<file path="src/verilog/tgc_pkg.sv">
package tgc_pkg;

	// Register byte offsets
	localparam logic [7:0] OFF_CTRL    = 8'h00;
	localparam logic [7:0] OFF_COUNT   = 8'h04;
	localparam logic [7:0] OFF_GATE    = 8'h08;
	localparam logic [7:0] OFF_STATUS  = 8'h0C;
	localparam logic [7:0] OFF_MASK    = 8'h10;

	// Control register fields
	localparam int CTRL_PS_LSB   = 0;   // Prescaler rate, 3 bits
	localparam int CTRL_PSA      = 3;   // 1 = prescaler bypassed
	localparam int CTRL_EDGE     = 4;   // t0_edge_select
	localparam int CTRL_CS       = 5;   // t0_clock_select

	// Gate control register fields
	localparam int GATE_EN       = 0;   // t1_gate_enable
	localparam int GATE_POL      = 1;   // Gate active high when set
	localparam int GATE_TOGGLE   = 2;   // gate_toggle_enable
	localparam int GATE_SPM      = 3;   // gate_single_pulse_enable
	localparam int GATE_ARM      = 4;   // gate_pulse_arm
	localparam int GATE_LEVEL    = 5;   // gate_level_status, read only
	localparam int GATE_SRC      = 6;   // 0 = pin, 1 = counter overflow

	// Status and mask bits
	localparam int ST_OVF        = 0;   // Counter overflow
	localparam int ST_GATE       = 1;   // gate_event_flag

	// Reset values
	localparam logic [5:0] CTRL_RST  = 6'h08;
	localparam logic [6:0] GATE_RST  = 7'h00;
	localparam logic [7:0] COUNT_RST = 8'h00;
	localparam logic [1:0] EV_RST    = 2'h0;

	// Cycles of count suppression after a count write
	localparam logic [1:0] WR_HOLD   = 2'h2;

	// Gate path configuration bundle
	typedef struct packed {
		logic en;
		logic pol;
		logic toggle;
		logic spm;
		logic src;
	} tgc_gate_cfg_t;

	// Single-pulse sequencer states
	typedef enum logic [2:0] {
		SP_IDLE = 3'b001,
		SP_WAIT = 3'b010,
		SP_RUN  = 3'b100
	} tgc_sp_state_t;

endpackage : tgc_pkg

</file>
<file path="src/verilog/tgc_timer.sv">
`timescale 1ns/1ns
`default_nettype none

// Functional notes
// Clock select low: 8-bit counter steps once per instruction cycle.
// Own 8-bit prescaler, not shared with any watchdog.
// Count write blocks counting for the two following cycles.
// Clock select high: count on external clock pin edges.
// Edge select picks rising or falling transition as counting edge.
// Wrap FFh to 00h makes a pulse usable as second timer gate.
// External gate pin is a selectable gate source.
// Toggle mode: flip-flop changes on every gate incrementing edge.
// Toggle flip-flop held at zero while toggle mode is off.
// Software avoids toggle enable together with polarity change.
// Arm after single-pulse enable; enable timer on next gate edge.
// Hardware clears arm bit at trailing edge of captured pulse.
// After pulse, gate ignored until arm bit set again.
// Software clears arm bit when leaving single-pulse mode.
// Toggle plus single-pulse together measure one full gate cycle.
// Present gate control level readable as status bit.
// Gate level status valid even with gating disabled.
// Falling gate level sets gate event flag, even if gating off.
// Counter wrap sets sticky overflow flag until software clears.
module tgc_timer (
	input  wire logic        pclk,
	input  wire logic        presetn,
	input  wire logic        psel,
	input  wire logic        penable,
	input  wire logic        pwrite,
	input  wire logic [7:0]  paddr,
	input  wire logic [31:0] pwdata,
	output var  logic [31:0] prdata,
	output var  logic        pready,
	output var  logic        pslverr,
	input  wire logic        t0_ext_clock_pin,
	input  wire logic        t1_gate_pin,
	output var  logic        t1_count_enable,
	output var  logic        t0_overflow_pulse,
	output var  logic        irq
);

	logic [5:0]  ctrl_q;
	logic [6:0]  gate_q;
	logic [7:0]  count_q;
	logic [1:0]  status_q;
	logic [1:0]  mask_q;
	logic [7:0]  ps_cnt_q;
	logic [1:0]  hold_q;
	logic        clk_pin_s;
	logic        gate_pin_s;
	logic        src_prev_q;
	logic        ovf_q;
	logic        gsrc_prev_q;
	logic        tog_q;
	logic        level_prev_q;
	logic        wr_acc;
	logic        rd_acc;
	logic        wr_count;
	logic        wr_gate;
	logic        src_lvl;
	logic        src_edge;
	logic        ps_tick;
	logic [7:0]  ps_lim;
	logic        addr_hit;
	logic        tick;
	logic        wrap;
	logic        gsrc_raw;
	logic        gsrc_pol;
	logic        gate_edge;
	logic        gate_level;
	logic        gate_fall;
	logic [1:0]  ev;
	tgc_pkg::tgc_gate_cfg_t gcfg;
	tgc_pkg::tgc_sp_state_t sp_q;

	// Pin synchronisers
	tgc_sync u_sync_clk (
		.clk   (pclk),
		.rst_n (presetn),
		.din   (t0_ext_clock_pin),
		.dout  (clk_pin_s)
	);

	tgc_sync u_sync_gate (
		.clk   (pclk),
		.rst_n (presetn),
		.din   (t1_gate_pin),
		.dout  (gate_pin_s)
	);

	// APB decode; zero wait state
	assign wr_acc   = psel && penable && pwrite;
	assign rd_acc   = psel && !penable && !pwrite;
	assign wr_count = wr_acc && (paddr == tgc_pkg::OFF_COUNT);
	assign wr_gate  = wr_acc && (paddr == tgc_pkg::OFF_GATE);

	// Mapped register window
	assign addr_hit = (paddr == tgc_pkg::OFF_CTRL) ||
		(paddr == tgc_pkg::OFF_COUNT) || (paddr == tgc_pkg::OFF_GATE) ||
		(paddr == tgc_pkg::OFF_STATUS) || (paddr == tgc_pkg::OFF_MASK);

	// Named view of the gate control bits
	assign gcfg = '{en:     gate_q[tgc_pkg::GATE_EN],
	                pol:    gate_q[tgc_pkg::GATE_POL],
	                toggle: gate_q[tgc_pkg::GATE_TOGGLE],
	                spm:    gate_q[tgc_pkg::GATE_SPM],
	                src:    gate_q[tgc_pkg::GATE_SRC]};

	// Counter clock source and edge choice
	assign src_lvl  = ctrl_q[tgc_pkg::CTRL_CS] ? clk_pin_s : 1'b1;
	// Falling edge counts when edge select set
	assign src_edge = ctrl_q[tgc_pkg::CTRL_CS] ?
		(ctrl_q[tgc_pkg::CTRL_EDGE] ? (src_prev_q && !src_lvl)
		                            : (!src_prev_q && src_lvl))
		: 1'b1;

	// Prescaler: divide by 2^(ps+1) unless bypassed
	// Terminal count is a mask of ps+1 ones
	assign ps_lim  = 8'hFF >> (3'h7 - ctrl_q[2:0]);
	assign ps_tick = ctrl_q[tgc_pkg::CTRL_PSA] ? src_edge :
		(src_edge && (ps_cnt_q == ps_lim));
	assign tick = ps_tick && (hold_q == 2'h0) && !wr_count;
	assign wrap = tick && (count_q == 8'hFF);

	// Edge detect history for pin clock
	always_ff @(posedge pclk or negedge presetn) begin
		if (!presetn) begin
			src_prev_q <= 1'b0;
		end else begin
			src_prev_q <= src_lvl;
		end
	end

	// Prescaler counter, own to this timer
	// Phase restarts on a count write
	always_ff @(posedge pclk or negedge presetn) begin
		if (!presetn) begin
			ps_cnt_q <= 8'h00;
		end else if (wr_count) begin
			ps_cnt_q <= 8'h00;
		end else if (src_edge) begin
			if (ps_cnt_q == ps_lim) begin
				ps_cnt_q <= 8'h00;
			end else begin
				ps_cnt_q <= ps_cnt_q + 8'h01;
			end
		end
	end

	// Write hold-off counter
	// A count write wins over a tick in the same cycle
	always_ff @(posedge pclk or negedge presetn) begin
		if (!presetn) begin
			hold_q <= 2'h0;
		end else if (wr_count) begin
			hold_q <= tgc_pkg::WR_HOLD;
		end else if (hold_q != 2'h0) begin
			hold_q <= hold_q - 2'h1;
		end
	end

	// Main 8-bit counter
	always_ff @(posedge pclk or negedge presetn) begin
		if (!presetn) begin
			count_q <= tgc_pkg::COUNT_RST;
		end else if (wr_count) begin
			count_q <= pwdata[7:0];
		end else if (tick) begin
			count_q <= count_q + 8'h01;
		end
	end

	// Overflow pulse to gate logic and pin
	// Registered so the pin sees a clean one-cycle pulse
	always_ff @(posedge pclk or negedge presetn) begin
		if (!presetn) begin
			ovf_q <= 1'b0;
		end else begin
			ovf_q <= wrap;
		end
	end
	assign t0_overflow_pulse = ovf_q;

	// Gate source select and polarity
	assign gsrc_raw = gcfg.src ? ovf_q : gate_pin_s;
	assign gsrc_pol = gcfg.pol ? gsrc_raw : !gsrc_raw;
	assign gate_edge = gsrc_pol && !gsrc_prev_q;

	// Gate source history, reset to its idle level
	always_ff @(posedge pclk or negedge presetn) begin
		if (!presetn) begin
			gsrc_prev_q <= 1'b1;
		end else begin
			gsrc_prev_q <= gsrc_pol;
		end
	end

	// Toggle flip-flop
	// Held clear while off so the measured edge is known
	always_ff @(posedge pclk or negedge presetn) begin
		if (!presetn) begin
			tog_q <= 1'b0;
		end else if (!gcfg.toggle) begin
			tog_q <= 1'b0;
		end else if (gate_edge) begin
			tog_q <= !tog_q;
		end
	end

	// Level after toggle stage; toggle path combines with single pulse
	assign gate_level = gcfg.toggle ? tog_q : gsrc_pol;
	assign gate_fall  = level_prev_q && !gate_level;

	// Gate level history, reset to its idle level
	always_ff @(posedge pclk or negedge presetn) begin
		if (!presetn) begin
			level_prev_q <= 1'b1;
		end else begin
			level_prev_q <= gate_level;
		end
	end

	// Single-pulse sequencer and arm bit
	// Dropping mode or arm returns to idle at once
	always_ff @(posedge pclk or negedge presetn) begin
		if (!presetn) begin
			sp_q <= tgc_pkg::SP_IDLE;
		end else if (!gcfg.spm || !gate_q[tgc_pkg::GATE_ARM]) begin
			sp_q <= tgc_pkg::SP_IDLE;
		end else begin
			case (sp_q)
				tgc_pkg::SP_IDLE: begin
					sp_q <= tgc_pkg::SP_WAIT;
				end
				tgc_pkg::SP_WAIT: begin
					if (gate_level && !level_prev_q) begin
						sp_q <= tgc_pkg::SP_RUN;
					end
				end
				tgc_pkg::SP_RUN: begin
					if (gate_fall) begin
						sp_q <= tgc_pkg::SP_IDLE;
					end
				end
				default: begin
					sp_q <= tgc_pkg::SP_IDLE;
				end
			endcase
		end
	end

	// Control register and gate register writes
	// A software write to arm wins over the hardware clear
	always_ff @(posedge pclk or negedge presetn) begin
		if (!presetn) begin
			ctrl_q <= tgc_pkg::CTRL_RST;
			gate_q <= tgc_pkg::GATE_RST;
		end else begin
			if (wr_acc && (paddr == tgc_pkg::OFF_CTRL)) begin
				ctrl_q <= pwdata[5:0];
			end
			if (wr_gate) begin
				gate_q <= {pwdata[6], gate_level, pwdata[4:0]};
			end else begin
				gate_q[tgc_pkg::GATE_LEVEL] <= gate_level;
				if (gcfg.spm && sp_q == tgc_pkg::SP_RUN && gate_fall) begin
					gate_q[tgc_pkg::GATE_ARM] <= 1'b0;
				end
			end
		end
	end

	// Second timer count enable
	// Gating off leaves the second timer free to count
	always_ff @(posedge pclk or negedge presetn) begin
		if (!presetn) begin
			t1_count_enable <= 1'b0;
		end else if (!gcfg.en) begin
			t1_count_enable <= 1'b1;
		end else if (gcfg.spm) begin
			t1_count_enable <= (sp_q == tgc_pkg::SP_RUN) && gate_level;
		end else begin
			t1_count_enable <= gate_level;
		end
	end

	// Sticky events: set wins over write-one clear
	assign ev = {gate_fall, wrap};
	always_ff @(posedge pclk or negedge presetn) begin
		if (!presetn) begin
			status_q <= tgc_pkg::EV_RST;
			mask_q   <= tgc_pkg::EV_RST;
		end else begin
			if (wr_acc && (paddr == tgc_pkg::OFF_STATUS)) begin
				status_q <= (status_q & ~pwdata[1:0]) | ev;
			end else begin
				status_q <= status_q | ev;
			end
			if (wr_acc && (paddr == tgc_pkg::OFF_MASK)) begin
				mask_q <= pwdata[1:0];
			end
		end
	end

	// Interrupt level
	// One cycle behind the status bits
	always_ff @(posedge pclk or negedge presetn) begin
		if (!presetn) begin
			irq <= 1'b0;
		end else begin
			irq <= |(status_q & mask_q);
		end
	end

	// Read data captured in setup, returned in access
	always_ff @(posedge pclk or negedge presetn) begin
		if (!presetn) begin
			prdata  <= 32'h0000_0000;
			pslverr <= 1'b0;
			pready  <= 1'b0;
		end else begin
			pready  <= psel && !penable;
			pslverr <= psel && !penable && !addr_hit;
			if (rd_acc) begin
				case (paddr)
					tgc_pkg::OFF_CTRL:   prdata <= {26'h0, ctrl_q};
					tgc_pkg::OFF_COUNT:  prdata <= {24'h0, count_q};
					tgc_pkg::OFF_GATE:   prdata <= {25'h0, gate_q};
					tgc_pkg::OFF_STATUS: prdata <= {30'h0, status_q};
					tgc_pkg::OFF_MASK:   prdata <= {30'h0, mask_q};
					default:             prdata <= 32'h0000_0000;
				endcase
			end else if (!psel) begin
				prdata <= 32'h0000_0000;
			end
		end
	end

endmodule : tgc_timer

`default_nettype wire

</file>
<file path="src/verilog/tgc_sync.sv">
`timescale 1ns/1ns
`default_nettype none

// Two-stage synchroniser for a pin level
module tgc_sync (
	input  wire logic clk,
	input  wire logic rst_n,
	input  wire logic din,
	output var  logic dout
);

	logic meta_q;

	// First stage read only by second stage
	always_ff @(posedge clk or negedge rst_n) begin
		if (!rst_n) begin
			meta_q <= 1'b0;
			dout   <= 1'b0;
		end else begin
			meta_q <= din;
			dout   <= meta_q;
		end
	end

endmodule : tgc_sync

`default_nettype wire

</file>
<file path="config.mk">
export PLATFORM = sky130hd
export DESIGN_NAME = tgc_timer
export DESIGN_NICKNAME = d
export VERILOG_FILES = /design/src/verilog/tgc_pkg.sv /design/src/verilog/tgc_timer.sv /design/src/verilog/tgc_sync.sv
export SDC_FILE = /design/constraint.sdc
export NUM_CORES = 1
export LEC_CHECK = 0
export BUFFER_PORTS_ARGS = -buffer_cell sky130_fd_sc_hd__buf_4
export CAP_MARGIN = 10
export CORE_UTILIZATION = 45
export DETAILED_ROUTE_END_ITERATION = 7
export GPL_TIMING_DRIVEN = 0
export PLACE_DENSITY = 0.7
export SYNTH_ARGS = -nofsm -noshare
export SYNTH_HDL_FRONTEND = slang
export SYNTH_SLANG_ARGS = --single-unit
</file>
<file path="constraint.sdc">
create_clock -name pclk -period 2.9 [get_ports pclk]
set_input_delay 0.58 -clock pclk [delete_from_list [all_inputs] [get_ports pclk]]
set_output_delay 0.58 -clock pclk [all_outputs]
set_load 0.02 [all_outputs]
</file>
==> impl_results.md <==
- Slew Viols, Final: 0
- Synth top area share: a little over two fifths
- Clock Sinks: 59
- IO Count: between 80 and 90
- GRT Resource Usage Total: roughly a fifth
- RePlAce Congestion: about 0.84
- Reg2Reg Setup Slack: 470 ps
- Setup repair bufs after CTS: 0
- CTS max path bufs: 2
- DR pass1 iterations: 4
- Worst-Skew Late Latency: 340 ps
- Final Setup Violations: 0
- Status: finished, final reports clean
- Layout cells sized above 1: between 20% and 30%
- Cell area after synthesis: ~3200 µm²
- DR vias: about 2,500
- Top FF cell, synth: dfrtp_1
- Slew headroom: 51.6%
- Hold_ws: slightly below 300 ps
- Final Cell Area: ~3800 µm²
- DRC: 0
- Worst setup SP type: input port
- CP Data Required Time: 3100 ps
- I/O Buffers: 33
- #FFs+latches synth: roughly 60
- Worst setup path category: in -> reg
- Final core utilization: between 50% and 60%
- Gate Count Post-Synth: ~320
- Nets: between 400 and 500
- Antenna cell count: 0
- Unique masters post-synth: 56
- RR Endpoint: count_q[6]$_DFFE_PN0P_
- Reg2reg start: ps_cnt_q[2]$_DFFE_PN0P_
- Fmax: slightly above 400 MHz
- Clock skew: 7.37 ps
- Reg2reg path depth: 6
- Largest net degree at the start of global routing: 60
- Number of global-route vias before repair: ~2,500
- Crit path capture type: register
- RSZ-0062 raised after global routing: no
- Dpl cell area: around 3600 µm²
- Leakage: between 1.5 and 2 nW
- Synth top area cells: dfrtp_1, buf_4, nand2_1, mux2_2, o21ai_0
- Htree depth: 3
- First-pass GRT wire length: 11.1 mm
- Root Buffer: clkbuf_8
- CTS buffer count: 9
- Syn_area_per_cell: a little under 10 µm²
- Routed len/inst: ~13 µm
- Post-synth EDFFs: 0
- Fill count: 615
- Arr. time, crit path: approximately 2600 ps
- PD cells: roughly 600 nW/µm²
- Warnings, synthesis: 0
- Post-CTS Hold Buffers: 0
- Ratio of final minimum period to clock period: between 80% and 90%
- Post-DP HPWL: around 4.8 mm
- Die Y: 85.9 µm
- Peak supply drop: 0.361 mV
- Final hold vios: 0
- Cell taking the most area after synthesis: dfrtp_1
- Clock slew at reported path FFs: about 70 ps
- Final non-filler cell total: 491
- Antenna Violating Nets Remaining: 0
- Final wirelength: roughly 6.5 mm
- Initial antenna violation count: 0
- Async set-or-reset flop fraction in the synthesized netlist: between 90% and 100%
- Final setup TNS: 0 ps
- Die area: between 7000 and 8000 µm²
- Row Count: 30
- Vias/cell: around 5.1
- Initial Util: 46.6%
- Core area: slightly below 7000 µm²
- Tmin final: between 2000 and 2500 ps
- Worst Tran Pin Value: between 700 and 800 ps
- DR iter-0 viols: roughly 170
- Max Cap Viol: 0
- Sequential share of the synthesized area: 46.8%
- Die Span X: 85.9 µm
- Dpl cells: 475
- HP Class: in -> async
- CP Max Fanout: 10
- Crit. Startpoint: paddr[5]
- TritonCTS clock tree: yes
- Layout area overhead: 20.8%
- Post-cts resize count: 0
- Grt total ovfl: 0
[cells in the mapped netlist, types with 4 or more instances]
library cell and instances:
nand3_1 13, nand2_1 41, mux2i_1 11, nor3_1 10
buf_4 24, nand3b_1 4, nand4_1 7, nand2b_1 5
inv_1 10, dfstp_2 4, a21oi_1 9, dfrtp_1 55
nor2b_1 5, xnor2_1 4, xor2_1 4, nor2_1 13
a22o_1 7, clkbuf_1 8, mux2_2 12, o21ai_0 23
[flip-flops by register name, summed over array words and instances, names as in the netlist, 2 cells and up]
| register | count |
|---|---|
| count_q | 8 |
| prdata | 8 |
| ps_cnt_q | 8 |
| gate_q | 7 |
| ctrl_q | 6 |
| sp_q | 3 |
| hold_q | 2 |
| mask_q | 2 |
| status_q | 2 |
[stage by stage]
| step | power (mW) | worst slack, ps |
|---|---|---|
| 2_1_floorplan | 1.42 | 496 |
| 3_3_place_gp | 1.55 | 56.5 |
| 3_5_place_dp | 1.57 | 68.1 |
| 4_1_cts | 2.33 | 435 |
| 6_report | 2.31 | 461 |
| 5_1_grt | 2.45 | 267 |
[area by class of cell]
cell class                 count  area [µm²]  share of cell area (%)
buffer                        35         225                    5.89
clock buffer                  10         138                    3.60
clock inverter                 6        65.1                    1.70
inverter                      11        41.3                    1.08
multi-input combinational    241        1500                    39.3
sequential                    59        1480                    38.8
tap                           96         120                    3.14
timing repair buffer          33         248                    6.48
[routing by layer]
metal  GRT usage [%]  vias up  share of wire, %
met3            6.06       10               3.7
met2            35.0       51                51
li1                -     1234                 -
met4            5.61        0               1.3
met1            22.1     1224                44
met5               0        -                 0
[how the worst max path moves through the flow]
| stage | cells past startpoint | to | slack [ps] |
|---|---|---|---|
| global route | 8 | count_q[4]$_DFFE_PN0P_ | 270 |
| finish | 9 | count_q[2]$_DFFE_PN0P_ | 460 |
| detailed placement | 8 | count_q[4]$_DFFE_PN0P_ | 70 |
| global placement | 8 | count_q[4]$_DFFE_PN0P_ | 60 |
| CTS | 8 | count_q[4]$_DFFE_PN0P_ | 440 |
| floorplan | 8 | count_q[2]$_DFFE_PN0P_ | 500 |
[cell usage in the layout (no fill, tap or decap), types with 4 or more instances in the layout]
cell type / synthesis / final
clkbuf_8: 0 / 10
nand2b_1: 5 / 5
nor2_1: 13 / 13
a22o_1: 7 / 7
xnor2_1: 4 / 4
nand3b_1: 4 / 4
xor2_1: 4 / 4
a21oi_1: 9 / 9
nor2b_1: 5 / 5
nand3_1: 13 / 13
mux2i_1: 11 / 11
conb_1: 1 / 24
nand2_1: 41 / 41
dfrtp_1: 55 / 55
clkinvlp_4: 0 / 4
o21ai_0: 23 / 23
dfstp_2: 4 / 4
nand4_1: 7 / 7
buf_4: 24 / 57
nor3_1: 10 / 10
clkbuf_1: 8 / 8
mux2_2: 12 / 12
inv_1: 10 / 10
[critical path, cell delays in order]
cell and delay (ps):
buf_4 110, or4_1 570, nor4_2 410, and2_0 190, clkbuf_1 230, buf_2 260
nor3b_1 70, a21oi_1 120, o211ai_1 90
[power breakdown]
group | total [mW] | internal [mW] | switching [mW]
clock | 0.752 | 0.418 | 0.334
sequential | 1.04 | 0.919 | 0.120
combinational | 0.520 | 0.237 | 0.283
[logic make-up after synthesis]
group | after synthesis | share of synthesized area (%)
AO/OA/AOI/OAI | 63 | 13.6
XOR/XNOR | 8 | 2.21
adder cells (fa/ha/maj) | 3 | 1.19
buffers and inverters | 46 | 8.42
flip-flops | 59 | 46.8
multiplexers | 23 | 7.75
other | 1 | 0.118
AND/OR/NAND/NOR | 120 | 20.0
Power figures use the tool's default switching activity.
